`src/iopm_map.svh`:
```
// Register offsets, field positions, reset values and timing counts
// Assumes: included by the register bank; the package needs none of it
`ifndef IOPM_MAP_SVH
`define IOPM_MAP_SVH

`define IOPM_RID_WR        6'h36
`define IOPM_RID_SET       6'h37
`define IOPM_RID_CLR       6'h38
`define IOPM_IOP_WR        6'h39
`define IOPM_IOP_SET       6'h3A
`define IOPM_IOP_CLR       6'h3B

`define IOPM_SWAP_BIT      1
`define IOPM_UART_LO       2
`define IOPM_PLUS_BIT      4
`define IOPM_MINUS_BIT     5
`define IOPM_USB_LO        6
`define IOPM_IOP_MASK      8'hFE
`define IOPM_IOP_RESET     8'h04

`define IOPM_RID_GO_BIT    4
`define IOPM_RID_DONE_BIT  3
`define IOPM_RID_MASK      8'h70
`define IOPM_RID_RESET     8'h00

`define IOPM_MEAS_TIME_US  10
`define IOPM_CLK_MHZ       10
`define IOPM_MEAS_CYCLES   (`IOPM_MEAS_TIME_US * `IOPM_CLK_MHZ)

`endif

```
`src/iopm_pkg.sv`:
```
// Types shared by the I/O and power register bank
// Assumes: nothing from the map header; the enum codes are set here
package iopm_pkg;

  typedef enum logic [1:0] {
    IOPM_LVL_3V3  = 2'h0,
    IOPM_LVL_3V0  = 2'h1,
    IOPM_LVL_2V75 = 2'h2,
    IOPM_LVL_2V5  = 2'h3
  } iopm_level_t;

  typedef enum logic [2:0] {
    IOPM_RID_0R     = 3'h0,
    IOPM_RID_75R    = 3'h1,
    IOPM_RID_100K   = 3'h2,
    IOPM_RID_200K   = 3'h3,
    IOPM_RID_440K   = 3'h4,
    IOPM_RID_FLOAT  = 3'h5,
    IOPM_RID_ERROR  = 3'h7
  } iopm_rid_t;

  // Immediate register request from the ULPI front end
  typedef struct packed {
    logic       wr;
    logic       rd;
    logic [5:0] addr;
    logic [7:0] wdata;
  } iopm_req_t;

  // Analog controls toward the pads and the regulator
  typedef struct packed {
    logic        data_pin_swap;
    logic        plus_line_detect_pull_en;
    logic        minus_line_detect_pull_en;
    iopm_level_t regulator_level;
  } iopm_ana_t;

endpackage

```
`src/iopm_regs.sv`:
```
// I/O and power management register with ID resistance measurement
// Assumes: a ULPI front end in the ref_clk domain issues immediate
// register requests, and an analog converter returns a code.
// Limitation: the conversion time is a fixed cycle count.
// Bits 6:5 of the conversion register stay writable; software keeps them 0.
`timescale 1ns/1ps
`include "iopm_map.svh"

module iopm_regs
  import iopm_pkg::*;
#(
  parameter int MEAS_CYCLES = `IOPM_MEAS_CYCLES
) (
  input  wire logic      ref_clk,
  input  wire logic      nrst,
  input  wire iopm_req_t req,
  output logic [7:0]     rdata,
  output logic           rhit,
  input  wire logic      uart_mode,
  input  wire logic      serial_transmit_drive_en,
  input  wire iopm_rid_t id_resistance_code_in,
  output logic           id_resistance_measure_run,
  output iopm_ana_t      ana
);

  // ----------------------------------------------------------------
  // Register storage
  // ----------------------------------------------------------------
  logic [7:0]  io_power_management;
  logic [7:0]  next_iop;
  logic [7:0]  rid_ctl;
  logic [7:0]  next_rid;
  logic [2:0]  id_resistance_code;
  logic        id_resistance_measure_done;
  logic [15:0] meas_cnt;
  logic        meas_end;
  logic        uart_level_on;
  logic        uart_d;
  logic        iop_sel;
  logic        rid_sel;
  logic [7:0]  rid_view;
  iopm_level_t next_level;

  assign meas_end = id_resistance_measure_run && (meas_cnt == 16'h0001);

  // ----------------------------------------------------------------
  // Address decode shared by the read path and the done flag
  // ----------------------------------------------------------------
  assign iop_sel = (req.addr >= `IOPM_IOP_WR)
                   && (req.addr <= `IOPM_IOP_CLR);
  assign rid_sel = (req.addr >= `IOPM_RID_WR)
                   && (req.addr <= `IOPM_RID_CLR);
  // Bit 7 reads zero only because the write mask never stores it
  assign rid_view = {rid_ctl[7:4], id_resistance_measure_done,
                     id_resistance_code};

  // ----------------------------------------------------------------
  // Alias decode
  // ----------------------------------------------------------------
  // direct, set, clear
  always_comb begin
    next_iop = io_power_management;
    if (req.wr) begin
      unique case (req.addr)
        `IOPM_IOP_WR:  next_iop = req.wdata;
        `IOPM_IOP_SET: next_iop = io_power_management | req.wdata;
        `IOPM_IOP_CLR: next_iop = io_power_management & ~req.wdata;
        default:       next_iop = io_power_management;
      endcase
    end
    next_iop = next_iop & `IOPM_IOP_MASK;
  end

  always_ff @(posedge ref_clk or negedge nrst) begin
    if (!nrst) begin
      io_power_management <= `IOPM_IOP_RESET;
    end else begin
      io_power_management <= next_iop;
    end
  end

  // ----------------------------------------------------------------
  // ID resistance measurement control
  // ----------------------------------------------------------------
  // start bit written or set, hardware clear wins at completion
  always_comb begin
    next_rid = rid_ctl;
    if (req.wr) begin
      unique case (req.addr)
        `IOPM_RID_WR:  next_rid = req.wdata;
        `IOPM_RID_SET: next_rid = rid_ctl | req.wdata;
        `IOPM_RID_CLR: next_rid = rid_ctl & ~req.wdata;
        default:       next_rid = rid_ctl;
      endcase
    end
    next_rid = next_rid & `IOPM_RID_MASK;
    if (meas_end) begin
      next_rid[`IOPM_RID_GO_BIT] = 1'b0;
    end
  end

  always_ff @(posedge ref_clk or negedge nrst) begin
    if (!nrst) begin
      rid_ctl <= `IOPM_RID_RESET;
    end else begin
      rid_ctl <= next_rid;
    end
  end

  // Counter stands in for the converter's settling time
  always_ff @(posedge ref_clk or negedge nrst) begin
    if (!nrst) begin
      id_resistance_measure_run <= 1'b0;
      meas_cnt                  <= 16'h0000;
    end else if (meas_end) begin
      id_resistance_measure_run <= 1'b0;
      meas_cnt                  <= 16'h0000;
    end else if (!id_resistance_measure_run && rid_ctl[`IOPM_RID_GO_BIT]) begin
      id_resistance_measure_run <= 1'b1;
      meas_cnt                  <= MEAS_CYCLES[15:0];
    end else if (id_resistance_measure_run) begin
      meas_cnt <= meas_cnt - 16'h0001;
    end
  end

  // code captured at completion; done flag clears on read
  // but a completion in the read cycle wins
  always_ff @(posedge ref_clk or negedge nrst) begin
    if (!nrst) begin
      id_resistance_code         <= 3'h0;
      id_resistance_measure_done <= 1'b0;
    end else if (meas_end) begin
      id_resistance_code         <= id_resistance_code_in;
      id_resistance_measure_done <= 1'b1;
    end else if (req.rd && rid_sel) begin
      id_resistance_measure_done <= 1'b0;
    end
  end

  // ----------------------------------------------------------------
  // Read path
  // ----------------------------------------------------------------
  // immediate read answered the next cycle
  always_ff @(posedge ref_clk or negedge nrst) begin
    if (!nrst) begin
      rdata <= 8'h00;
      rhit  <= 1'b0;
    end else begin
      rhit  <= 1'b0;
      rdata <= 8'h00;
      if (req.rd) begin
        if (iop_sel) begin
          rdata <= io_power_management;
          rhit  <= 1'b1;
        end else if (rid_sel) begin
          rdata <= rid_view;
          rhit  <= 1'b1;
        end
      end
    end
  end

  // ----------------------------------------------------------------
  // Analog controls
  // ----------------------------------------------------------------
  // UART level applied once transmit drive enabled after entry
  always_ff @(posedge ref_clk or negedge nrst) begin
    if (!nrst) begin
      uart_d        <= 1'b0;
      uart_level_on <= 1'b0;
    end else begin
      uart_d <= uart_mode;
      if (!uart_mode) begin
        uart_level_on <= 1'b0;
      end else if (serial_transmit_drive_en) begin
        uart_level_on <= 1'b1;
      end
    end
  end

  // ----------------------------------------------------------------
  // Regulator level selection
  // ----------------------------------------------------------------
  // UART level only after transmit enable was seen
  // the delayed mode keeps the switch back one cycle behind the exit
  always_comb begin
    if (uart_level_on && uart_d) begin
      next_level = iopm_level_t'(io_power_management[`IOPM_UART_LO +: 2]);
    end else begin
      next_level = iopm_level_t'(io_power_management[`IOPM_USB_LO +: 2]);
    end
  end

  always_ff @(posedge ref_clk or negedge nrst) begin
    if (!nrst) begin
      ana <= '{1'b0, 1'b0, 1'b0, IOPM_LVL_3V3};
    end else begin
      ana.data_pin_swap <= io_power_management[`IOPM_SWAP_BIT];
      ana.plus_line_detect_pull_en <=
        io_power_management[`IOPM_PLUS_BIT] | uart_mode;
      ana.minus_line_detect_pull_en <=
        io_power_management[`IOPM_MINUS_BIT] | uart_mode;
      ana.regulator_level <= next_level;
    end
  end

endmodule

```
`config.mk`:
```
export PLATFORM = sky130hd
export DESIGN_NAME = iopm_regs
export DESIGN_NICKNAME = d
export VERILOG_FILES = /design/src/iopm_pkg.sv /design/src/iopm_regs.sv
export VERILOG_INCLUDE_DIRS = /design/src
export SDC_FILE = /design/constraint.sdc
export NUM_CORES = 1
export LEC_CHECK = 0
export BUFFER_PORTS_ARGS = -buffer_cell sky130_fd_sc_hd__buf_2
export CAP_MARGIN = 10
export CELL_PAD_IN_SITES_DETAIL_PLACEMENT = 1
export CELL_PAD_IN_SITES_GLOBAL_PLACEMENT = 1
export CORE_MARGIN = 2
export CORE_UTILIZATION = 43
export CTS_CLUSTER_SIZE = 20
export DETAILED_ROUTE_END_ITERATION = 12
export GPL_TIMING_DRIVEN = 0
export PLACE_DENSITY = 0.74
export SETUP_SLACK_MARGIN = 0.02
export SLEW_MARGIN = 20
export SYNTH_ARGS = -nofsm -noshare
export SYNTH_HDL_FRONTEND = slang
export SYNTH_SLANG_ARGS = --single-unit
```
`constraint.sdc`:
```
create_clock -name ref_clk -period 2.2 [get_ports ref_clk]
set_clock_uncertainty 0.15 [all_clocks]
set_input_delay 0.22 -clock ref_clk [delete_from_list [all_inputs] [get_ports ref_clk]]
set_output_delay 0.22 -clock ref_clk [all_outputs]
set_load 0.005 [all_outputs]
```
# Word-level counts from Yosys, hierarchy flattened
# Cells that the tools add are included.
totals:
  regBits: 47
  latch_bits: 0
  ram_bits: 0
  mem_bits_ro: 0
  output_inout_bits: 15
  elab_cells: 72
  n_memories: 0
classes:
  add_sub_neg: 1
  multipliers: 0
  n_div: 0
  magnitude_cmp: 4
  n_eq_ne: 8
  n_shift: 0
  n_mux: 20
  n_bitwise: 7
  reduce_logical: 17
ops:
  columns: ["cell", "count"]
  rows:
  - ["$mux W16", 3]
  - ["$eq A6 B6 Y1 const B", 6]
  - ["$pmux W8 S3", 1]
  - ["$pmux W7 S3", 1]
  - ["$eq A16 B1 Y1 const B", 1]
  - ["$mux W8", 2]
  - ["$sub A16 B1 Y16 const B", 1]
  - ["$ge A6 B6 Y1 const B", 2]
  - ["$le A6 B6 Y1 const B", 2]
  - ["$mux W1", 10]
  - ["$reduce_bool A3 Y1", 3]
  - ["$and A8 B8 Y8", 1]
  - ["$not A8 Y8", 1]
  - ["$or A8 B8 Y8", 1]
  - ["$and A7 B7 Y7", 1]
  - ["$mux W7", 1]
  - ["$or A7 B7 Y7", 1]
  - ["$logic_and A1 B1 Y1", 6]
  - ["$reduce_and A2 Y1", 3]
  - ["$reduce_bool A2 Y1", 3]
  - ["$mux W5", 1]
  - ["$reduce_bool A4 Y1", 1]
  - ["$mux W2", 1]
  - ["$ne A2 B1 Y1 const B", 1]
  - ["other kinds (2)", 3]

# Longest topological paths before layout
logic_depth:
  depth_word: 5
  ltp_mapped: 7

# Worst setup path after synthesis
# OpenSTA, ideal clock, no wires.
synth_timing:
  kind: "register to register"
  startpoint: "register meas_cnt[6]"
  endpoint: "register id_resistance_code[0]"
  setup_ps: 125
  t_arrival_ps: 1712
  path_slack_ps: 214
  stages_incl_launch_ff: 5
  synth_period_minus_slack_ps: 1986
  path_cell_list: "dfrtp_1 nor4_1 nand4_2 nor2_4 mux2_2"
synth_via:
  elab_chain_len: 2
synth_lines:
  columns: ["element", "line_no", "rtl"]
  rows:
  - ["from (decl)", "iopm_regs.sv:35", "logic [15:0] meas_cnt;"]
  - ["from (signal assigned)", "iopm_regs.sv:120", "meas_cnt <= MEAS_CYCLES[15:0];"]
  - ["from (signal assigned)", "iopm_regs.sv:122", "meas_cnt <= meas_cnt - 16'h0001;"]
  - ["$eq A16 B1 Y1", "iopm_regs.sv:44", "assign meas_end = id_resistance_measure_run && (meas_cnt == 16'h0001);"]
  - ["$logic_and A1 B1 Y1", "iopm_regs.sv:44", null]
  - ["to (signal assigned)", "iopm_regs.sv:133", "id_resistance_code <= id_resistance_code_in;"]
  - ["to (decl)", "iopm_regs.sv:33", "logic [2:0] id_resistance_code;"]
# No other way between the ends.
# A chain may end at the register's enable or synchronous reset.

# Worst setup path after layout
layout_timing:
  startpoint: "register meas_cnt[0]"
  endpoint: "register meas_cnt[15]"
layout_via:
  elab_chain_len: 4
  elab_cells_between_ends: 7
layout_lines:
  columns: ["element", "line_no", "rtl"]
  rows:
  - ["$sub A16 B1 Y16", "iopm_regs.sv:122", null]
  - ["$mux W16", "iopm_regs.sv:121", "end else if (id_resistance_measure_run) begin"]
  - ["$mux W16", "iopm_regs.sv:118", "end else if (!id_resistance_measure_run && rid_ctl[`IOPM_RID_GO_BIT]) begin"]
  - ["$mux W16", "iopm_regs.sv:115", "end else if (meas_end) begin"]
# Parallel ways exist; a longest one is shown, timed or not. The select of a mux whose other input is x is not followed.

==> results.md <==
* Post-DRT Antenna Nets at 0
* Worst setup path category: flip-flop to flip-flop
* Die Span X at 76.4 um
* Comb power frac at 0.321
* Hold EP: io_power_management[2]
* Die area at 5840 sq um
* # setup viols final at 0
* Crit end category: flip-flop
* Synth Warn # at 0
* Global route overflow at 0
* Area post-placement at 2520 sq um
* Mean number of vias per cell at 5.71
* MaxCap Viol Count at 0
* Seq pwr share at 0.449
* DR DRC count at 0
* Commonest non-fill, non-tap cells in the layout: 44 x dfrtp_1, 37 x buf_2, 21 x a21oi_1
* Reg2Reg Setup Slack at 0.03 ns
* Post-synth EDFFs at 0
* TritonCTS Sinks at 47
* FILL cells at 585
* TNS Setup at 0 ns
* Hold-critical path depth at 3
* Post-Synthesis Cells at 212
* Synthesized flop and latch total at 47
* Min cycle time layout at 2.17 ns
* Syn_area_per_cell at 10.6 sq um
* Switching share of total power at 0.362
* Slew Viols, Final at 0
* Cell area after layout at 2880 sq um
* Final wirelength at 6080 um
* Routed len/inst at 17.7 um
* Slew margin rel. at 0.307
* CP startpoint kind: flip-flop
* Synth Flop Type: dfrtp_1
* Gpl congestion at 0.784
* CTS tree: built
* Total track usage at 0.215
* Power per cell area at 1010 nW/um^2
* Hold WC Path Type: input port to flip-flop
* Router iterations before antenna repair at 4
* Fmax at 461 MHz
* Row cnt at 26
* Mapped Area at 2250 sq um
* Initial Utilization at 0.444
* Internal cell power at 0.00185 W
* CTS root buffer: clkbuf_8
* Reg-to-reg startpoint: meas_cnt[0]
* Area grow syn2layout at 27.7%
* Clock Pin Slew Worst Setup and Hold Paths at 0.09 ns
* Vias in the first global route at 2,008
* CP arrival at 2.22 ns
* Final-stage net count at 297
* Lkg Pwr at 1.33 nW
* Post-synth ARST share at 1.00
* RSZ-0062 raised after global routing: yes
* DRT iter0 DRCs at 85
* Outcome: finished, final reports clean
* Worst reg2reg path endpoint: meas_cnt[15]
* Layout cell share with drive strength beyond 1 at 0.326
* Mapped Nets at 237
* Antenna Cells at 0
* Endpoints failing hold at 0
* Antenna violations before repair at 0
* First-pass GRT wire length at 9910 um
* Post-synthesis cell type count at 51
* Fin crit share at 0.986
* Worst VDD drop at 0.558 mV
* # IOs at 38
* Die Span Y at 76.4 um
* Maximum clock path buffer count at 2
* H-tree level count at 2
* Worst slew pin tran at 1.04 ns
* Worst reg2reg path depth at 5
* CP Max Fanout at 5
* Via count at 1,959
* Largest net degree at the start of global routing at 48
* Net Sw Power at 0.00105 W
* Hold Startpoint: req[2]
* HPWL reported at the end of detailed placement at 4140 um
* Seq/Total Area, Yosys at 0.522
* Core area at 5070 sq um
* Most common cell after layout, fill and taps aside: dfrtp_1
* Total CTS buffers at 5
* Skew-Pair Late Insertion Delay at 0.31 ns
* Clock share of power at 0.230
* WP data required at 2.25 ns
* IO buf count at 35
-- state kept, by name, indices dropped and copies added (netlist names) --
name / count
uart_d: 1
meas_cnt: 16
id_resistance_measure_done: 1
rdata: 8
id_resistance_measure_run: 1
rid_ctl: 3
ana: 5
rhit: 1
uart_level_on: 1
id_resistance_code: 3
io_power_management: 7
-- metrics by stage --
step,hold WS (ns),setup slack (ns),utilization,cells,total power [W]
after floorplan,-0.226,0.214,-,212,0.00175
after global placement,0.216,-0.221,0.496,317,0.00194
after detailed placement,0.220,-0.214,0.496,317,0.00199
after CTS,0.0295,0.0499,0.544,335,0.00272
after global routing,0.0372,-0.0278,0.567,343,0.00309
final,0.0270,0.0315,0.567,343,0.00290
-- worst max-delay path: stages (launching register included) --
cell and delay, ns:
dfrtp_2 0.45, or4_4 0.55, buf_6 0.14, nor4_4 0.38, a21oi_1 0.12, a211o_1 0.28
-- cells in the mapped netlist (all sizes together) (2+ instances only) --
cell     n  share of area
and2     3         0.0083
and3     5          0.014
o31ai    2         0.0067
a21o     3          0.011
a21oi   21          0.047
nor2    15          0.028
nor3     4         0.0089
xnor2    3          0.012
nand2    9          0.015
clkbuf   2         0.0033
or3b     2         0.0078
a211oi   5          0.017
nor3b    2         0.0067
nor2b    3         0.0083
mux2     5          0.025
nand4b   2         0.0078
or4      2         0.0083
nand3    3         0.0067
nor4     7          0.033
dfrtp   46           0.51
a41oi    4          0.016
a31oi    7          0.019
or2      6          0.017
buf      5          0.011
inv      8          0.013
a22o     9          0.036
o22ai    2         0.0056
nand4    2         0.0083
ha       2          0.011
o21ai   10          0.022
-- cell type report --
type	instances	area (sq um)	share of cell area
Timing Repair Buffer	53	338	0.117
Buffer	7	45.0	0.0157
Tap cell	70	87.6	0.0304
Inverter	9	33.8	0.0117
Clock buffer	5	68.8	0.0239
Clock inverter	3	47.5	0.0165
Multi-Input combinational cell	149	1080	0.374
Sequential cell	47	1180	0.410
-- how the worst max path moves through the flow --
stage	from	to	cells past startpoint
2_1_floorplan	meas_cnt[6]	id_resistance_code[0]	4
6_report	meas_cnt[0]	meas_cnt[15]	5
3_3_place_gp	meas_cnt[6]	id_resistance_code[1]	4
5_1_grt	meas_cnt[0]	meas_cnt[15]	5
3_5_place_dp	meas_cnt[6]	id_resistance_code[2]	4
4_1_cts	meas_cnt[2]	meas_cnt[15]	6
-- per-layer routing --
layer | part of all wire | vias to the layer above | wire (um) | GRT usage
met5 | 0 | - | 0 | 0
met4 | 0.015 | 0 | 94 | 0.0800
met3 | 0.048 | 9 | 289 | 0.0474
met2 | 0.49 | 48 | 2960 | 0.333
met1 | 0.45 | 991 | 2740 | 0.297
li1 | - | 911 | - | -
-- power by group through the flow --
stage | Combinational, W | Clock (W) | Sequential [W]
floorplan | 0.000529 | 0 | 0.00122
global placement | 0.000668 | 0 | 0.00127
detailed placement | 0.000705 | 0 | 0.00128
CTS | 0.000753 | 0.000676 | 0.00129
global route | 0.00103 | 0.000726 | 0.00133
finish | 0.000930 | 0.000666 | 0.00130
-- logic make-up (layout without fill, tap and decap cells) --
logic type,Yosys count,in the layout,share of synthesized area
multiplexers,5,5,0.0250
adder cells (fa/ha/maj),2,2,0.0111
XOR/XNOR,3,3,0.0117
AND/OR/NAND/NOR,69,69,0.195
flip-flops,47,47,0.522
buffers and inverters,16,77,0.0294
AO/OA/AOI/OAI,70,70,0.205
-- timing repair --
action	in CTS	in global routing
pin swaps	0	7
resized for setup	4	16
endpoints found under the setup margin	11	8
endpoints found under the hold margin	52	0
hold buffers	10	0
setup buffers	0	8
(Power assumes the default switching activity.)
